$ cat src/design/dalag_pkg.sv
/*
 diagnostic alarm aggregator package: flag indices, widths, timing counts.
 assumes a single 200 MHz clock domain.
*/
package dalag_pkg;
    // flag positions in the status vector
    localparam int FLAG_COUNT       = 17;
    localparam int F_VDD_OVER       = 0;
    localparam int F_VDD_UNDER      = 1;
    localparam int F_ANA_UNDER      = 2;
    localparam int F_DATA_ACCESS    = 3;
    localparam int F_PROTOCOL       = 4;
    localparam int F_SHADOW_DBL     = 5;
    localparam int F_SHADOW_SGL     = 6;
    localparam int F_NV_DBL         = 7;
    localparam int F_NV_SGL         = 8;
    localparam int F_LC_FREQ        = 9;
    localparam int F_LC_STOP        = 10;
    localparam int F_INT_OSC        = 11;
    localparam int F_BUS            = 12;
    localparam int F_WATCHDOG       = 13;
    localparam int F_MECH           = 14;
    localparam int F_DC_OFFSET      = 15;
    localparam int F_BUF_STATIC     = 16;
    // static-class mask (1 = static), start-up-class mask (1 = start-up only)
    localparam logic [16:0] STATIC_MASK  = 17'h1_68a0;
    localparam logic [16:0] STARTUP_MASK = 17'h0_0180;
    localparam logic [16:0] FLAGS_RESET  = 17'h0_0000;
    // buffer failure: number of temporary checks before permanent shutdown
    localparam int          BUF_CHECKS   = 8;
    // over-current debounce time and derived cycle count
    localparam int          CLOCK_MHZ    = 200;
    localparam int          OC_DEBOUNCE_NS = 100;
    localparam int          OC_DEBOUNCE_CYC = (OC_DEBOUNCE_NS * CLOCK_MHZ) / 1000;
    localparam int          OC_RETRY_NS  = 1000;
    localparam int          OC_RETRY_CYC = (OC_RETRY_NS * CLOCK_MHZ) / 1000;
    localparam int          WDOG_WIDTH   = 16;
endpackage

$ cat src/design/dalag_aggregator.sv
/*
 diagnostic alarm aggregator: latches fault flags, classes them static or
 temporary, gates them onto the interrupt pin and forces analog outputs.
 assumes the nine monitor fault inputs come from asynchronous analog monitors (synchronised
 here) and control bits from same-clock register logic.
*/
// Function
// - every detected fault sets its own flag bit in the status vector
// - per-source enables; only enabled flags may raise the interrupt pin
// - interrupt can also force the four analog outputs to diagnostic state
// - static flags hold while error persists, cleared only by power-on reset or, for the buffer flag, a host clear
// - temporary flags clear automatically once the cause disappears, except the nonvolatile single-bit flag, held until the next check
// - continuous checks always evaluated; start-up checks only during start-up
// - temporary flag when external supply above maximum, hysteresis upstream
// - temporary flag when external supply below minimum, hysteresis upstream
// - temporary flag on internal analog supply under-voltage
// - temporary continuous flag when a serial data transfer fails
// - static flag on shadow register double-bit error
// - temporary flag on shadow single-bit error, corrected value delivered
// - start-up: static flag on nonvolatile word double-bit error
// - start-up: temporary flag on nonvolatile single-bit error, output corrected
// - temporary flag when transmitter oscillator frequency leaves programmed range
// - temporary flag when transmitter oscillator stops
// - static flag on internal clock oscillator failure
// - nonzero watchdog value counts down, flags and reloads at each expiry
// - writing zero to watchdog value stops the counting
// - output mean offset fault: temporary flag, always disables analog outputs
// - overload persisting eight checks: permanent shutdown, static flag set
// - permanent shutdown released by reset or clearing the static flag
// - static flag on mechanical damage
// - after over-current debounce time all four analog outputs go tri-state
`timescale 1ns/100ps
module dalag_aggregator #(
    parameter int WDOG_W = dalag_pkg::WDOG_WIDTH,
    parameter int FREQ_W = 12,
    parameter int DATA_W = 16
) (
    // clock and reset
    input  wire logic                   i_clock,
    input  wire logic                   i_nrst,
    // asynchronous monitor inputs
    input  wire logic                   i_vdd_over,
    input  wire logic                   i_vdd_under,
    input  wire logic                   i_ana_under,
    input  wire logic                   i_data_access_fail,
    input  wire logic                   i_int_osc_fail,
    input  wire logic                   i_bus_fail,
    input  wire logic                   i_mech_damage,
    input  wire logic                   i_dc_offset,
    input  wire logic                   i_over_current,
    // same-clock event and data inputs
    input  wire logic                   i_protocol_fail,
    input  wire logic                   i_startup,
    input  wire logic                   i_lc_running,
    input  wire logic                   i_freq_valid,
    input  wire logic [FREQ_W-1:0]      i_freq_measure,
    input  wire logic [FREQ_W-1:0]      i_freq_low,
    input  wire logic [FREQ_W-1:0]      i_freq_high,
    // shadow register and nonvolatile word check results
    input  wire logic                   i_shadow_check,
    input  wire logic                   i_shadow_double_bit_detect,
    input  wire logic                   i_shadow_single_bit_detect,
    input  wire logic [DATA_W-1:0]      i_shadow_data,
    input  wire logic [DATA_W-1:0]      i_shadow_syndrome_fix,
    input  wire logic                   i_nonvolatile_store_check,
    input  wire logic                   i_nonvolatile_store_double_bit_detect,
    input  wire logic                   i_nonvolatile_store_single_bit_detect,
    input  wire logic [DATA_W-1:0]      i_nonvolatile_store_data,
    input  wire logic [DATA_W-1:0]      i_nonvolatile_store_fix,
    // control from host registers
    input  wire logic [16:0]            i_enable,
    input  wire logic                   i_diag_outputs_en,
    input  wire logic                   i_wdog_load,
    input  wire logic [WDOG_W-1:0]      i_wdog_value,
    input  wire logic                   i_buf_static_clear,
    // status and corrected data
    output logic [16:0]                 o_flags,
    output logic [DATA_W-1:0]           o_shadow_single_bit_correct,
    output logic [DATA_W-1:0]           o_nonvolatile_store_single_bit_correct,
    // pins
    output logic                        o_addr_select_interrupt_pin_out,
    output logic                        o_addr_select_interrupt_pin_oe,
    output logic                        o_analog_force_diag,
    output logic                        o_analog_out_oe
);

    // two-flop synchronisers for the asynchronous monitors
    localparam int NSYNC = 9;
    logic [NSYNC-1:0] async_in;
    logic [NSYNC-1:0] sync_a;
    logic [NSYNC-1:0] sync_b;
    assign async_in = {i_over_current, i_dc_offset, i_mech_damage, i_bus_fail,
                       i_int_osc_fail, i_data_access_fail, i_ana_under,
                       i_vdd_under, i_vdd_over};

    always_ff @(posedge i_clock or negedge i_nrst) begin
        if (!i_nrst) begin
            sync_a <= '0;
            sync_b <= '0;
        end else begin
            sync_a <= async_in;
            sync_b <= sync_a;
        end
    end

    logic s_over_current;
    assign s_over_current = sync_b[8];

    // frequency window check, only on a fresh measurement
    function automatic logic out_of_range(input logic [FREQ_W-1:0] v,
                                          input logic [FREQ_W-1:0] lo,
                                          input logic [FREQ_W-1:0] hi);
        out_of_range = (v < lo) || (v > hi);
    endfunction

    logic freq_bad;
    always_ff @(posedge i_clock or negedge i_nrst) begin
        if (!i_nrst) begin
            freq_bad <= 1'b0;
        end else if (i_freq_valid) begin
            freq_bad <= out_of_range(i_freq_measure, i_freq_low, i_freq_high);
        end
    end

    // per-cycle detections; temporary sources are present levels
    logic [16:0] detect;
    logic        wdog_expire;
    logic        buf_trip;
    always_comb begin
        detect = '0;
        detect[dalag_pkg::F_VDD_OVER]    = sync_b[0];
        detect[dalag_pkg::F_VDD_UNDER]   = sync_b[1];
        detect[dalag_pkg::F_ANA_UNDER]   = sync_b[2];
        detect[dalag_pkg::F_DATA_ACCESS] = sync_b[3];
        detect[dalag_pkg::F_PROTOCOL]    = i_protocol_fail;
        detect[dalag_pkg::F_SHADOW_DBL]  = i_shadow_check & i_shadow_double_bit_detect;
        detect[dalag_pkg::F_SHADOW_SGL]  = i_shadow_check & i_shadow_single_bit_detect;
        detect[dalag_pkg::F_NV_DBL]      = i_nonvolatile_store_check
                                         & i_nonvolatile_store_double_bit_detect;
        detect[dalag_pkg::F_NV_SGL]      = i_nonvolatile_store_check
                                         & i_nonvolatile_store_single_bit_detect;
        detect[dalag_pkg::F_LC_FREQ]     = freq_bad;
        detect[dalag_pkg::F_LC_STOP]     = ~i_lc_running;
        detect[dalag_pkg::F_INT_OSC]     = sync_b[4];
        detect[dalag_pkg::F_BUS]         = sync_b[5];
        detect[dalag_pkg::F_WATCHDOG]    = wdog_expire;
        detect[dalag_pkg::F_MECH]        = sync_b[6];
        detect[dalag_pkg::F_DC_OFFSET]   = sync_b[7];
        detect[dalag_pkg::F_BUF_STATIC]  = buf_trip;
    end

    // start-up sources are ignored outside the start-up sequence
    logic [16:0] evaluated;
    assign evaluated = detect & (i_startup ? 17'h1_ffff : ~dalag_pkg::STARTUP_MASK);

    // flag store: static bits sticky, temporary bits follow the cause, start-up single-bit flag held between checks
    logic [16:0] flags;
    genvar g;
    generate
        for (g = 0; g < 17; g++) begin : g_flag
            always_ff @(posedge i_clock or negedge i_nrst) begin
                if (!i_nrst) begin
                    flags[g] <= dalag_pkg::FLAGS_RESET[g];
                end else if (dalag_pkg::STATIC_MASK[g]) begin
                    // new event wins over a host clear in the same cycle
                    if (evaluated[g]) begin
                        flags[g] <= 1'b1;
                    end else if (g == dalag_pkg::F_BUF_STATIC && i_buf_static_clear) begin
                        flags[g] <= 1'b0;
                    end
                end else if (dalag_pkg::STARTUP_MASK[g]) begin
                    // start-up results hold until the next check reports
                    if (i_nonvolatile_store_check) begin
                        flags[g] <= evaluated[g];
                    end
                end else begin
                    flags[g] <= evaluated[g];
                end
            end
        end
    endgenerate
    assign o_flags = flags;

    // corrected data outputs
    always_ff @(posedge i_clock or negedge i_nrst) begin
        if (!i_nrst) begin
            o_shadow_single_bit_correct            <= '0;
            o_nonvolatile_store_single_bit_correct <= '0;
        end else begin
            o_shadow_single_bit_correct <= i_shadow_single_bit_detect
                ? (i_shadow_data ^ i_shadow_syndrome_fix) : i_shadow_data;
            o_nonvolatile_store_single_bit_correct <= i_nonvolatile_store_single_bit_detect
                ? (i_nonvolatile_store_data ^ i_nonvolatile_store_fix)
                : i_nonvolatile_store_data;
        end
    end

    // watchdog: reload value held, zero stops counting
    logic [WDOG_W-1:0] wdog_reload;
    logic [WDOG_W-1:0] wdog_count;
    assign wdog_expire = (wdog_reload != '0) && (wdog_count == WDOG_W'(1));
    always_ff @(posedge i_clock or negedge i_nrst) begin
        if (!i_nrst) begin
            wdog_reload <= '0;
            wdog_count  <= '0;
        end else if (i_wdog_load) begin
            wdog_reload <= i_wdog_value;
            wdog_count  <= i_wdog_value;
        end else if (wdog_reload == '0) begin
            wdog_count <= '0;
        end else if (wdog_expire) begin
            wdog_count <= wdog_reload;
        end else begin
            wdog_count <= wdog_count - WDOG_W'(1);
        end
    end

    // over-current sequencer: debounce, tri-state, retry, count checks
    typedef enum logic [1:0] {OC_IDLE, OC_DEBOUNCE, OC_OFF, OC_LOCKED} dalag_oc_type;
    dalag_oc_type oc_state;
    logic [15:0]  oc_timer;
    logic [3:0]   oc_checks;
    assign buf_trip = (oc_state == OC_OFF) && (oc_timer == 16'h0000)
                   && (oc_checks == 4'(dalag_pkg::BUF_CHECKS - 1));

    always_ff @(posedge i_clock or negedge i_nrst) begin
        if (!i_nrst) begin
            oc_state  <= OC_IDLE;
            oc_timer  <= '0;
            oc_checks <= '0;
        end else begin
            unique case (oc_state)
                OC_IDLE: begin
                    oc_checks <= '0;
                    if (s_over_current) begin
                        oc_state <= OC_DEBOUNCE;
                        oc_timer <= 16'(dalag_pkg::OC_DEBOUNCE_CYC - 1);
                    end
                end
                OC_DEBOUNCE: begin
                    if (!s_over_current) begin
                        oc_state <= OC_IDLE;
                    end else if (oc_timer == 16'h0000) begin
                        oc_state <= OC_OFF;
                        oc_timer <= 16'(dalag_pkg::OC_RETRY_CYC - 1);
                    end else begin
                        oc_timer <= oc_timer - 16'h0001;
                    end
                end
                OC_OFF: begin
                    if (oc_timer != 16'h0000) begin
                        oc_timer <= oc_timer - 16'h0001;
                    end else if (buf_trip) begin
                        oc_state <= OC_LOCKED;
                    end else begin
                        oc_checks <= oc_checks + 4'h1;
                        oc_state  <= OC_DEBOUNCE;
                        oc_timer  <= 16'(dalag_pkg::OC_DEBOUNCE_CYC - 1);
                    end
                end
                OC_LOCKED: begin
                    if (!flags[dalag_pkg::F_BUF_STATIC]) begin
                        oc_state <= OC_IDLE;
                    end
                end
            endcase
        end
    end

    // interrupt and output drive
    logic irq;
    assign irq = |(flags & i_enable);
    always_ff @(posedge i_clock or negedge i_nrst) begin
        if (!i_nrst) begin
            o_addr_select_interrupt_pin_oe <= 1'b0;
            o_analog_force_diag            <= 1'b0;
            o_analog_out_oe                <= 1'b1;
        end else begin
            o_addr_select_interrupt_pin_oe <= irq;
            o_analog_force_diag <= irq & i_diag_outputs_en;
            // offset fault always disables, whatever the diag mode
            o_analog_out_oe <= !(flags[dalag_pkg::F_DC_OFFSET]
                               || oc_state == OC_OFF || oc_state == OC_LOCKED);
        end
    end
    // open-drain active-low pin: only ever drives low
    assign o_addr_select_interrupt_pin_out = 1'b0;
endmodule

$ cat config.mk
export PLATFORM = sky130hd
export DESIGN_NAME = dalag_aggregator
export DESIGN_NICKNAME = d
export VERILOG_FILES = /design/src/design/dalag_pkg.sv /design/src/design/dalag_aggregator.sv
export SDC_FILE = /design/constraint.sdc
export NUM_CORES = 1
export LEC_CHECK = 0
export CELL_PAD_IN_SITES_DETAIL_PLACEMENT = 0
export CELL_PAD_IN_SITES_GLOBAL_PLACEMENT = 1
export CORE_MARGIN = 1.5
export CORE_UTILIZATION = 49
export CTS_BUF_LIST = sky130_fd_sc_hd__clkbuf_4 sky130_fd_sc_hd__clkbuf_8
export DETAILED_ROUTE_END_ITERATION = 8
export DONT_BUFFER_PORTS = 1
export MAX_ROUTING_LAYER = met4
export PLACE_DENSITY = 0.88
export SLEW_MARGIN = 10
export SYNTH_ARGS = -nofsm -noshare
export SYNTH_HDL_FRONTEND = slang
export SYNTH_SLANG_ARGS = --single-unit
$ cat constraint.sdc
create_clock -name i_clock -period 2.79 [get_ports i_clock]
set_input_delay 0.558 -clock i_clock [delete_from_list [all_inputs] [get_ports i_clock]]
set_output_delay 0.558 -clock i_clock [all_outputs]
set_load 0.1 [all_outputs]
==> results.ini <==
[clocking]
clkSinkCount=125
cts.htree.levels=4
root_buffer=clkbuf_8
cts_buffers=17
insertion_delay_ps=450
cts_buffer_depth=2
cts_tree=built
clk_pin_slew_ps=80

[placed_design]
dpl_cell_area_sq_um=6420
dp.cells=783
gp_congestion=0.944
hpwl_um=11500
port_buffers=0

[drt]
ant_nets=0
dr.pass1.iters=5
avgRoutedWirePerCell_um=18.3
avgViaCountPerCell=5.69
drc_errors=0
drt_iter0_markers=344
wl_um=14900
vias=4638

[floorplan]
io_pins=210
core_area_sq_um=12100
die_y_um=115
dieArea_sq_um=13100
rows=40
start_util_pct=50.6
dieWidth_um=115

[power_and_ir_drop]
p_leak_nw=3.09
power_switching_mw=2.14
pwr-share-seq_pct=45.6
p_clk_share_pct=31.1
power_density_nw_per_um2=823
power_frac_comb_pct=23.4
vdd_drop_max_mv=0.584
intPower_mw=3.51
sw_frac_of_total_pct=37.9

[setup_path]
crit_path_start=oc_timer[0]
crit_arrival_ps=2800
cp_num_cells=7
worst-path-buf-inv=1
crit_type=reg2reg
timing.rr.end=oc_state[1]
crit_path_end=oc_state[1]
cp_max_fo=6
max_stage_delay_ps=530
cp_slowest_cell=or4b_4
cp.required_ps=3130
crit_family=simple AND/OR/NAND/NOR gates
r2r_slack_ps=330
startpoint_type=flop
reg2regPathDepth=7
crit_chain=inv_1, ha_1, or4b_4, or4_4, nor2_2, o21ai_1, mux2_1
r2r_start=oc_timer[0]
endpoint_kind=flop

[sta]
fin_crit_sh_pct=88.3
clock.fmax_ghz=0.406
finClkSkew_ps=14.0
slew_viol_final=0
fin_setup_tns_ps=0
tightest_slew_ps=919
rsz0062_at_grt=false
fin_crit_ps=2460
slew-limit-headroom_pct=38.8
setup_viol=0
hold_viol=124
whs_ps=-193

[logic_synthesis]
synth_area_leaders=dfrtp_1, ha_1, xnor2_1, nand2_1, o21ai_0
synthDominantCellAreaShare_pct=50.8
synth_flop_cell=dfrtp_1
synth-edff-count=0
syn_area_per_cell_sq_um=10.0
ys_seq_area_share_pct=51.3
synth.distinct_cells=62
syn_inst=608
synthArstFlopShare_pct=100
synth_seq_cells=125
yosys_warnings=0
synth_top_area_cell=dfrtp_1
synth_area_sq_um=6100
synthesis.nets=797

[global_route]
track_usage_pct=24.6
grt_first_pass_wirelength_um=23600
antenna_found_initial=0
grt_max_degree=126
grt_pass1_vias=4706
overflow=0

[cells_and_area]
stdcell_count=815
nNetsFinal=823
multi_input_area_sq_um=2700
num_antenna_cells=0
syn2layout_area_growth_pct=12.5
final_cell_mix=dfrtp_1, nand2_1, o21ai_0
stdcell_area_sq_um=6870
drive_above_1_share_pct=11.7
seqCellArea_sq_um=3130
final_common_cell=dfrtp_1
nFillCells=1058

[run_status]
status=finished, violations left
violations=hold timing

[hold_path]
min_path_type=in2async

[run]
cap_violations=0

[metrics by stage]
step | util (%) | worst slack (ps) | total power [mW] | hold slack, ps
after floorplan | - | 466 | 3.56 | 262
after global placement | 53.3 | 391 | 3.87 | 266
after detailed placement | 53.3 | 338 | 3.91 | 266
after CTS | 56.9 | 335 | 5.68 | -234
after global routing | 56.9 | 220 | 5.95 | -234
final | 56.9 | 327 | 5.65 | -193
[cells in the mapped netlist, drive strengths merged, types with 2 or more instances]
| master | n |
|---|---|
| or4 | 12 |
| xnor2 | 36 |
| or2 | 7 |
| nand2 | 73 |
| and3 | 5 |
| nand4b | 2 |
| o21ai | 55 |
| a2bb2oi | 4 |
| a21oi | 33 |
| nor4 | 14 |
| nor2b | 4 |
| ha | 32 |
| o21a | 2 |
| and2 | 4 |
| xor2 | 8 |
| nand3 | 10 |
| a221oi | 2 |
| a22o | 2 |
| nand4 | 9 |
| buf | 3 |
| o221ai | 2 |
| a22oi | 4 |
| inv | 50 |
| o41ai | 3 |
| or3 | 4 |
| dfrtp | 124 |
| clkbuf | 16 |
| a31oi | 3 |
| a21o | 3 |
| o31ai | 9 |
| nand2b | 3 |
| nand3b | 3 |
| nor3 | 16 |
| or4b | 2 |
| o211ai | 7 |
| nor2 | 27 |
[flip-flops by register name, indices dropped and copies added, names as in the netlist]
signal,cells
oc_timer,16
sync_b,9
wdog_count,16
o_nonvolatile_store_single_bit_correct,16
freq_bad,1
o_analog_out_oe,1
sync_a,9
o_analog_force_diag,1
oc_state,2
o_shadow_single_bit_correct,16
wdog_reload,16
o_addr_select_interrupt_pin_oe,1
oc_checks,4
o_flags,17
[power groups by stage]
stage	sequential (mW)	combinational, mW	clock, mW
2_1_floorplan	2.63	0.931	0
3_3_place_gp	2.59	1.28	0
3_5_place_dp	2.60	1.31	0
4_1_cts	2.57	1.31	1.79
5_1_grt	2.60	1.47	1.88
6_report	2.57	1.32	1.75
[repair_timing]
item	in CTS	in global routing
buffers inserted	0	0
gates resized for setup	0	0
setup endpoints to repair	0	0
hold endpoints to repair	125	125
[kinds of logic after synthesis]
kind of cell | Yosys count | synth area share (%)
xor+xnor | 44 | 6.31
mux | 1 | 0.184
flops | 125 | 51.3
simple gates | 197 | 17.0
compound gates | 139 | 14.1
fa+ha+maj | 32 | 6.56
other cells | 1 | 0.0614
buf+inv | 69 | 4.45
[per-layer routing]
layer	global-route usage [%]	vias up	routed length, um
li1	-	2180	-
met4	7.50	0	199
met2	41.5	167	7580
met5	-	-	0
met1	28.6	2272	6290
met3	6.99	19	820
[layout make-up]
class / instances / area share [%]
Inverter: 50 / 2.73
Clock buffer: 17 / 3.41
Clock inverter: 15 / 3.04
Tap cell: 168 / 3.06
Sequential cell: 125 / 45.6
Multi-Input combinational cell: 414 / 39.4
Timing Repair Buffer: 26 / 2.84
[how the worst min path moves through the flow]
stage           start                                        end  slack, ps  cells past startpoint
2_1_floorplan  i_nrst                                   freq_bad        260                      0
3_3_place_gp   i_nrst                            wdog_reload[15]        270                      0
3_5_place_dp   i_nrst                             wdog_count[15]        270                      0
4_1_cts        i_nrst             o_shadow_single_bit_correct[8]       -230                      0
5_1_grt        i_nrst  o_nonvolatile_store_single_bit_correct[3]       -230                      0
6_report       i_nrst                                oc_timer[7]       -190                      0
Power figures use the tool's default switching activity.
